File: src/core/ebac_map.vh
// constants and timing counts for the eeprom byte access controller
// What this block does
// [RULE_01] byte storage of 128, 256 or 512 bytes
// [RULE_02] read stalls the cpu four cycles
// [RULE_03] program start stalls the cpu two cycles
// [RULE_04] mode zero, strobe after arm: erase plus write
// [RULE_05] program strobe stays set while programming
// [RULE_06] no other operation while programming is busy
// [RULE_07] mode 01 with arm: erase the byte only
// [RULE_08] mode 10 with arm: write without erase
// [RULE_09] software erases before a write-only operation
// [RULE_10] programming time paced by calibrated oscillator
// [RULE_11] self-timed, completion visible to software
// [RULE_12] software polls strobe clear before new access
// [RULE_13] read strobe loads stored byte into data
// [RULE_14] address, data, control reachable as cpu registers
// [RULE_15] 3.4 ms combined, 1.8 ms split, 11 reserved
// [RULE_16] mode writes ignored while strobe is set
// [RULE_17] reset clears mode unless programming in progress; here the asynchronous reset clears the mode at once and ends programming
// [RULE_18] ready interrupt level while not busy, when enabled
// [RULE_19] arm bit self-clears four cycles after set
`ifndef EBAC_MAP_VH
`define EBAC_MAP_VH
`define EBAC_ADDR_W 9
`define EBAC_DEPTH 512
`define EBAC_MODE_ATOMIC 2'h0
`define EBAC_MODE_ERASE 2'h1
`define EBAC_MODE_WRITE 2'h2
`define EBAC_MODE_RSVD 2'h3
`define EBAC_READ_STALL 3'h4
`define EBAC_PROG_STALL 3'h2
`define EBAC_ARM_WINDOW 3'h4
`define EBAC_ERASED_BYTE 8'hff
`define EBAC_DATA_RST 8'h00
// oscillator ticks assumed 1 per microsecond; times in microseconds
`define EBAC_T_ATOMIC_US 3400
`define EBAC_T_SPLIT_US 1800
`define EBAC_TICK_PER_US 1
`endif

File: src/core/ebac_ctrl.v
// eeprom byte access controller: cpu-side registers, strobes and timing
`include "ebac_map.vh"
module ebac_ctrl #(
   parameter AW = `EBAC_ADDR_W,
   parameter DEPTH = `EBAC_DEPTH,
   parameter T_ATOMIC = `EBAC_T_ATOMIC_US * `EBAC_TICK_PER_US,
   parameter T_SPLIT = `EBAC_T_SPLIT_US * `EBAC_TICK_PER_US
) (
   input wire i_clk,
   input wire i_arst_n,
   input wire i_ce,
   input wire i_osc_tick,
   // cpu register write strobes and their data
   input wire i_addr_we,
   input wire [AW-1:0] i_addr_wdata,
   input wire i_data_we,
   input wire [7:0] i_data_wdata,
   input wire i_mode_we,
   input wire [1:0] i_mode_wdata,
   input wire i_irq_en_we,
   input wire i_irq_en_wdata,
   // software control strobes, one cycle each, and the global interrupt enable level
   input wire i_arm_set,
   input wire i_prog_set,
   input wire i_read_set,
   input wire i_global_irq_en,
   // cpu-visible registers and status levels
   output reg [AW-1:0] o_byte_address_reg,
   output reg [7:0] o_byte_data_reg,
   output reg [1:0] o_program_mode_sel,
   output reg o_ready_irq_enable,
   output reg o_master_arm,
   output reg o_program_strobe,
   output reg o_cpu_stall,
   output reg o_ready_irq
);
   // sequencer states:
   // idle waits for an armed program strobe or a read strobe,
   // read holds the cpu while the stored byte travels to the data register,
   // prog waits for the oscillator ticks of the selected duration,
   // done refuses reads for one cycle before the next access; an armed program start is not refused there
   localparam ST_IDLE = 2'h0;
   localparam ST_READ = 2'h1;
   localparam ST_PROG = 2'h2;
   localparam ST_DONE = 2'h3;

   reg [1:0] state_q;
   reg [1:0] state_d;
   reg [2:0] arm_cnt_q;
   reg [2:0] stall_cnt_q;
   reg [12:0] tick_cnt_q;
   reg [1:0] op_q;
   reg rst_sync_q;
   reg rst_mode_pend_q;
   wire [7:0] mem_rdata;
   wire arm_live;
   wire start_prog;
   wire start_read;
   wire prog_done;
   wire busy;
   reg mem_we;
   reg [7:0] mem_wdata;
   wire mem_re;
   wire read_load;
   wire arm_expire;
   wire ready_now;

   assign busy = o_program_strobe;
   assign arm_live = o_master_arm;
   // mode 11 is reserved and starts nothing
   assign start_prog = i_prog_set && arm_live && !busy
      && (o_program_mode_sel != `EBAC_MODE_RSVD); // see [RULE_04] [RULE_07] [RULE_08]
   assign start_read = i_read_set && !busy && (state_q == ST_IDLE); // see [RULE_06] [RULE_13]
   assign prog_done = (state_q == ST_PROG) && i_osc_tick
      && (tick_cnt_q == 13'h0001); // see [RULE_11]
   // a program start also fetches the old byte, so write-only merges into the real cell;
   // the address is locked and reads are refused while busy, so the fetch stays valid
   assign mem_re = start_read || start_prog;

   // storage array, read data registered inside
   ebac_mem #(
      .AW(AW),
      .DEPTH(DEPTH)
   ) u_mem (
      .i_clk(i_clk),
      .i_ce(i_ce),
      .i_we(mem_we),
      .i_addr(o_byte_address_reg),
      .i_wdata(mem_wdata),
      .i_re(mem_re),
      .o_rdata(mem_rdata)
   );

   // cell write at end of programming; erase leaves all ones
   always @* begin
      mem_we = prog_done; // see [RULE_04]
      if (op_q == `EBAC_MODE_ERASE) begin
         mem_wdata = `EBAC_ERASED_BYTE; // see [RULE_07]
      end else if (op_q == `EBAC_MODE_WRITE) begin
         // write-only can only clear bits; unerased cells end up corrupt
         mem_wdata = mem_rdata & o_byte_data_reg; // see [RULE_08] [RULE_09]
      end else begin
         mem_wdata = o_byte_data_reg;
      end
   end

   // next state of the access sequencer; a program start outranks a read
   // in the same cycle, and done always returns to idle after one cycle
   always @* begin
      state_d = state_q;
      case (state_q)
         ST_IDLE: begin
            if (start_prog) begin
               state_d = ST_PROG;
            end else if (start_read) begin
               state_d = ST_READ;
            end
         end
         ST_READ: begin
            if (stall_cnt_q == 3'h1) begin
               state_d = ST_IDLE;
            end
         end
         ST_PROG: begin
            if (prog_done) begin
               state_d = ST_DONE;
            end
         end
         ST_DONE: begin
            state_d = ST_IDLE;
         end
         default: begin
            state_d = ST_IDLE;
         end
      endcase
   end

   // reset release marker: reset clears the mode at once; the marker drops on the same edge that sets rst_sync_q, so it never clears the mode again
   // limitation: the asynchronous reset also ends a running operation,
   // so software must not reset during programming if the byte matters
   always @(posedge i_clk or negedge i_arst_n) begin
      if (!i_arst_n) begin
         rst_sync_q <= 1'b0;
         rst_mode_pend_q <= 1'b1;
      end else if (i_ce) begin
         rst_sync_q <= 1'b1;
         if (rst_mode_pend_q && !busy) begin
            rst_mode_pend_q <= 1'b0;
         end
      end
   end

   // read data are taken once the array's registered output has settled
   assign read_load = (state_q == ST_READ) && (stall_cnt_q == `EBAC_READ_STALL - 3'h1);
   // the arm window closes on the fourth cycle after it was opened
   assign arm_expire = (arm_cnt_q == 3'h1); // see [RULE_19]
   // idle means nothing is starting, running or finishing in the array
   assign ready_now = !(busy || start_prog) && (state_q != ST_PROG); // see [RULE_18]

   // sequencer state register
   always @(posedge i_clk or negedge i_arst_n) begin
      if (!i_arst_n) begin
         state_q <= ST_IDLE;
      end else if (i_ce) begin
         state_q <= state_d;
      end
   end

   // address register; locked while busy so the cell being programmed cannot move
   always @(posedge i_clk or negedge i_arst_n) begin
      if (!i_arst_n) begin
         o_byte_address_reg <= {AW{1'b0}};
      end else if (i_ce) begin
         if (i_addr_we && !busy) begin
            o_byte_address_reg <= i_addr_wdata; // see [RULE_14] [RULE_06]
         end
      end
   end

   // data register: a read's result wins over a cpu write in the same cycle
   always @(posedge i_clk or negedge i_arst_n) begin
      if (!i_arst_n) begin
         o_byte_data_reg <= `EBAC_DATA_RST;
      end else if (i_ce) begin
         if (read_load) begin
            o_byte_data_reg <= mem_rdata; // see [RULE_13]
         end else if (i_data_we && !busy && state_q != ST_READ) begin
            o_byte_data_reg <= i_data_wdata; // see [RULE_14]
         end
      end
   end

   // mode field: frozen while the strobe is set
   always @(posedge i_clk or negedge i_arst_n) begin
      if (!i_arst_n) begin
         o_program_mode_sel <= `EBAC_MODE_ATOMIC; // see [RULE_17]
      end else if (i_ce) begin
         if (rst_mode_pend_q && !busy && rst_sync_q) begin
            o_program_mode_sel <= `EBAC_MODE_ATOMIC; // see [RULE_17]
         end else if (i_mode_we && !busy) begin
            o_program_mode_sel <= i_mode_wdata; // see [RULE_16]
         end
      end
   end

   // ready interrupt enable, writable at any time
   always @(posedge i_clk or negedge i_arst_n) begin
      if (!i_arst_n) begin
         o_ready_irq_enable <= 1'b0;
      end else if (i_ce) begin
         if (i_irq_en_we) begin
            o_ready_irq_enable <= i_irq_en_wdata;
         end
      end
   end

   // arm bit opens a four-cycle window then clears itself
   always @(posedge i_clk or negedge i_arst_n) begin
      if (!i_arst_n) begin
         arm_cnt_q <= 3'h0;
         o_master_arm <= 1'b0;
      end else if (i_ce) begin
         if (i_arm_set) begin
            o_master_arm <= 1'b1;
            arm_cnt_q <= `EBAC_ARM_WINDOW;
         end else if (start_prog) begin
            // a used arm cannot start a second operation
            o_master_arm <= 1'b0;
            arm_cnt_q <= 3'h0;
         end else if (arm_cnt_q != 3'h0) begin
            arm_cnt_q <= arm_cnt_q - 3'h1;
            if (arm_expire) begin
               o_master_arm <= 1'b0; // see [RULE_19]
            end
         end
      end
   end

   // programming start and end; duration counts oscillator ticks, not cpu cycles,
   // and the mode is latched so the cell write matches what was started
   always @(posedge i_clk or negedge i_arst_n) begin
      if (!i_arst_n) begin
         o_program_strobe <= 1'b0;
         op_q <= `EBAC_MODE_ATOMIC;
         tick_cnt_q <= 13'h0000;
      end else if (i_ce) begin
         if (start_prog) begin
            o_program_strobe <= 1'b1; // see [RULE_05]
            op_q <= o_program_mode_sel;
            if (o_program_mode_sel == `EBAC_MODE_ATOMIC) begin
               tick_cnt_q <= T_ATOMIC[12:0]; // see [RULE_15]
            end else begin
               tick_cnt_q <= T_SPLIT[12:0]; // see [RULE_15]
            end
         end else if (state_q == ST_PROG && i_osc_tick && tick_cnt_q != 13'h0000) begin
            tick_cnt_q <= tick_cnt_q - 13'h0001; // see [RULE_10]
         end
         if (prog_done) begin
            o_program_strobe <= 1'b0; // see [RULE_05] [RULE_11]
         end
      end
   end

   // cpu halt: two cycles for a program start, four for a read
   always @(posedge i_clk or negedge i_arst_n) begin
      if (!i_arst_n) begin
         stall_cnt_q <= 3'h0;
         o_cpu_stall <= 1'b0;
      end else if (i_ce) begin
         if (start_prog) begin
            stall_cnt_q <= `EBAC_PROG_STALL;
            o_cpu_stall <= 1'b1; // see [RULE_03]
         end else if (start_read) begin
            stall_cnt_q <= `EBAC_READ_STALL;
            o_cpu_stall <= 1'b1; // see [RULE_02]
         end else if (stall_cnt_q != 3'h0) begin
            stall_cnt_q <= stall_cnt_q - 3'h1;
            if (stall_cnt_q == 3'h1) begin
               o_cpu_stall <= 1'b0;
            end
         end
      end
   end

   // level interrupt, present whenever the array is idle and both enables are set;
   // registered, so it returns one cycle after the busy bit clears; start_prog drops it on the same edge that sets busy
   always @(posedge i_clk or negedge i_arst_n) begin
      if (!i_arst_n) begin
         o_ready_irq <= 1'b0;
      end else if (i_ce) begin
         o_ready_irq <= o_ready_irq_enable && i_global_irq_en && ready_now; // see [RULE_18]
      end
   end
endmodule

File: src/core/ebac_mem.v
// byte-wide storage array with registered read data
module ebac_mem #(
   parameter AW = 9,
   parameter DEPTH = 512
) (
   input wire i_clk,
   input wire i_ce,
   input wire i_we,
   input wire [AW-1:0] i_addr,
   input wire [7:0] i_wdata,
   input wire i_re,
   output reg [7:0] o_rdata
);
   reg [7:0] mem [0:DEPTH-1];

   // no reset on cells: they are the nonvolatile contents
   always @(posedge i_clk) begin
      if (i_ce) begin
         if (i_we) begin
            mem[i_addr] <= i_wdata; // see [RULE_01]
         end
         if (i_re) begin
            o_rdata <= mem[i_addr];
         end
      end
   end
endmodule

File: config.mk
export PLATFORM = sky130hd
export DESIGN_NAME = ebac_ctrl
export DESIGN_NICKNAME = d
export VERILOG_FILES = /design/src/core/ebac_ctrl.v /design/src/core/ebac_mem.v
export VERILOG_INCLUDE_DIRS = /design/src /design/src/core
export SDC_FILE = /design/constraint.sdc
export NUM_CORES = 2
export LEC_CHECK = 0
export CELL_PAD_IN_SITES_DETAIL_PLACEMENT = 1
export CELL_PAD_IN_SITES_GLOBAL_PLACEMENT = 2
export CORE_UTILIZATION = 45
export CTS_CLUSTER_DIAMETER = 150
export CTS_CLUSTER_SIZE = 20
export DETAILED_ROUTE_END_ITERATION = 8
export DONT_BUFFER_PORTS = 1
export PLACE_DENSITY = 0.75
export SLEW_MARGIN = 20
export SYNTH_ARGS = -nofsm -noshare
export SYNTH_HDL_FRONTEND = slang
export SYNTH_HIERARCHICAL = 1
export SYNTH_SLANG_ARGS = --single-unit
File: constraint.sdc
create_clock -name i_clk -period 20.5 [get_ports i_clk]
set_input_delay 2.05 -clock i_clk [delete_from_list [all_inputs] [get_ports i_clk]]
set_output_delay 2.05 -clock i_clk [all_outputs]
set_load 0.02 [all_outputs]
==> results.toml <==
[global_route]
grt_max_degree = 223
grt_overflow = 0
grt_pass1_vias = 83700
grt_pass1_wl_um = 665000
antenna_found_initial = 40
grt_usage_pct = 26.0

[worst_setup_path]
cpPeakStageDelay_ns = 0.91
worstSetupEndpointType = "flip-flop"
path_max_fanout = 90
cp_slowest_cell = "dfrtp_4"
r2r_setup_slack_ns = 13.00
crit_required_ns = 21.17
crit_path_start_kind = "flip-flop"
crit_top_cell = "buf_4"
cp_cell_sequence = "buf_12, buf_12, buf_4, buf_4, buf_4, mux4_2, a221oi_1, a211oi_1, or3_1, nor4_2, buf_4, nand4_1"
cp.arrival_ns = 8.17
criticalPathCategory = "reg2reg"

[route]
routed_wirelength_um = 477000
via_per_inst = 6.51
routedWlPerCell_um = 37.3
drt_iter0_drc = 11600
ant_nets = 0
vias = 83300
first_pass_iters = 5
drc = 0

[floorplan]
rows = 219
dieArea_um2 = 361000
fp.dieW_um = 601
placeableCoreArea_um2 = 356000
die_h_um = 601
pin_count = 56
start_util_pct = 45.3

[final_layout]
largest_register_ffs = 4096
areaGrowthSynthToFinish_pct = 7.54
final-seq-area_um2 = 124000
stdcell_count = 12800
drive_gt1_share_pct = 17.1
multi_input_area_um2 = 35100
fillCellCount = 31800
fin_nets = 8009

[synth]
syn_area_per_cell_um2 = 20.2
synth_top_family_by_area = "multiplexers"
yosysMostFrequentCell = "edfxtp_1"
syn_nets = 8044
yosys_warnings = 6
synthTopCellsByArea = "edfxtp_1, mux4_2, mux2i_1, nor2_1, dfrtp_1"
ys_top_cells_by_count = "edfxtp_1, mux4_2, nor2_1"
synth_adder_area_share_pct = 0.0774
synth_enable_flop_cells = 4104
ys_seq_area_share_pct = 77.0
muxShareOfSynthArea_pct = 14.4
netlist_instances = 8002
ys_ff_latch = 4153
synth-xor-area-share_pct = 0
synth-main-ff-cell = "edfxtp_1"
netlist-cell-type-count = 87
yosysTopAreaCell = "edfxtp_1"
synth_compound_area_share_pct = 3.52
synth_top_area_share_pct = 76.3
async_flop_share_pct = 1.18
synth.cell_area_um2 = 162000
synthSimpleGateAreaFrac_pct = 3.36

[place]
dp.cells = 12500
io_buffers = 0
place_hpwl_um = 301000
routabilityCongestion = 0.932

[pwr]
sw_frac_of_total_pct = 35.7
leakagePower_nw = 52.9
combPwrFrac_pct = 34.2
p_per_area_nw_per_um2 = 142
ir_worst_vdd_uv = 245
p_sw_mw = 8.83
p_seq_share_pct = 46.8
internal-power_mw = 15.9
p_clk_share_pct = 19.0

[flow_run]
maxCapViolations = 0

[timing]
setup_violations = 0
period_minus_slack_ns = 7.50
drv_slew = 0
worst_pin_slew_ns = 1.34
rsz0062_at_grt = "no"
finalCritPeriodShare_pct = 36.6
tns_ns = 0
slew_headroom_pct = 9.65
skew_ns = 0.0881
fmax_mhz = 133
hold_viol_final = 0

[clocking]
cts_buffers = 229
cts_tree = "built"
clock_path_buffers = 4
cts_setup_buffers = 0
root_buffer = "clkbuf_16"
clock_latency_ns = 0.98
cts.reportedPaths.clkPinSlew_ns = 0.09
clkSinkCount = 4153
post_cts_resized = 0
cts_hold_buffers = 0
h-tree-depth = 4

[run_status]
status = "finished, final reports clean"

[worst_hold_path]
min_path_type = "reg2reg"
==> cell usage in the layout, fill, tap and decap left out, drive strengths merged, types with 9 or more instances in the layout <==
cell type	instances
a211oi	17
a21oi	83
a221oi	106
a22o	49
a22oi	147
a31oi	68
a32o	9
a32oi	19
and2	14
and3	20
and3b	10
and4	11
buf	230
clkbuf	275
dfrtp	48
diode	21
edfxtp	4104
ha	10
inv	30
mux2	22
mux2i	568
mux4	768
nand2	170
nand2b	20
nand3	74
nand4	62
nor2	580
nor2b	21
nor3	40
nor3b	15
nor4	58
o211ai	12
o21ai	65
o22ai	173
or4	22
==> per-layer routing <==
layer / wire length, um / global-route usage, % / share of wire, % / up-vias
li1: - / - / - / 32900
met1: 191000 / 37.0 / 40 / 45300
met2: 219000 / 39.9 / 46 / 4336
met3: 48100 / 5.30 / 10 / 722
met4: 19500 / 9.72 / 4.1 / 22
met5: 172 / 0 / 0.036 / -
==> final cells by class <==
cell class	count	area share [%]
antenna	21	0.0302
clock buffer	275	3.46
clock inverter	9	0.0720
inverter	24	0.0547
multi-input combinational	3329	20.2
sequential	4153	71.6
tap	4751	3.42
timing repair buffer	230	1.14
==> worst max-delay path: cells and delay by family (launching register included) <==
kind,cells,cell delay (ns)
AOI/OAI and AO/OA,2,0.41
buffers and inverters,6,3.57
DFF,1,0.91
muxes,1,0.59
and+or+nand+nor,3,1.24
==> worst paths after layout <==
path,start,to,cells past startpoint
worst max-delay path,o_byte_address_reg[0]$_DFFE_PN0P_,u_mem/o_rdata[7]$_DFFE_PP_,12
worst min-delay path,rst_sync_q$_DFFE_PN0P_,rst_sync_q$_DFFE_PN0P_,1
worst max register to register,o_byte_address_reg[0]$_DFFE_PN0P_,u_mem/o_rdata[7]$_DFFE_PP_,12
worst min register to register,rst_sync_q$_DFFE_PN0P_,rst_sync_q$_DFFE_PN0P_,1
max in group asynchronous,i_arst_n,rst_mode_pend_q$_DFFE_PN1P_,0
min in group asynchronous,i_arst_n,o_byte_data_reg[3]$_DFFE_PN0P_,0
==> kinds of logic (layout without fill, tap and decap cells) <==
| kind of cell | after synthesis | count (layout) |
|---|---|---|
| mux | 1358 | 1358 |
| other cells | 0 | 21 |
| fa+ha+maj | 10 | 10 |
| flops | 4153 | 4153 |
| compound gates | 804 | 804 |
| buf+inv | 520 | 538 |
| simple gates | 1157 | 1157 |
==> power groups by stage <==
stage / Sequential (mW) / Clock (mW) / Combinational (mW)
CTS: 11.6 / 4.79 / 8.37
detailed placement: 11.8 / 0 / 8.37
global route: 11.6 / 5.00 / 8.74
global placement: 11.7 / 0 / 8.07
finish: 11.6 / 4.70 / 8.44
floorplan: 13.4 / 0 / 4.80
==> per-stage QoR <==
stage | setup slack (ns) | power (mW) | cell area (um^2) | hold WS [ns] | utilization, %
global placement | 12.47 | 19.8 | 167000 | 0.460 | 46.9
finish | 13.00 | 24.7 | 174000 | 0.477 | 48.7
detailed placement | 12.90 | 20.1 | 167000 | 0.466 | 47.0
floorplan | 3.10 | 18.2 | 162000 | 0.440 | -
CTS | 12.83 | 24.7 | 174000 | 0.484 | 48.7
global route | 12.56 | 25.3 | 174000 | 0.503 | 48.7
No activity file was read; power rests on OpenSTA's default activity.
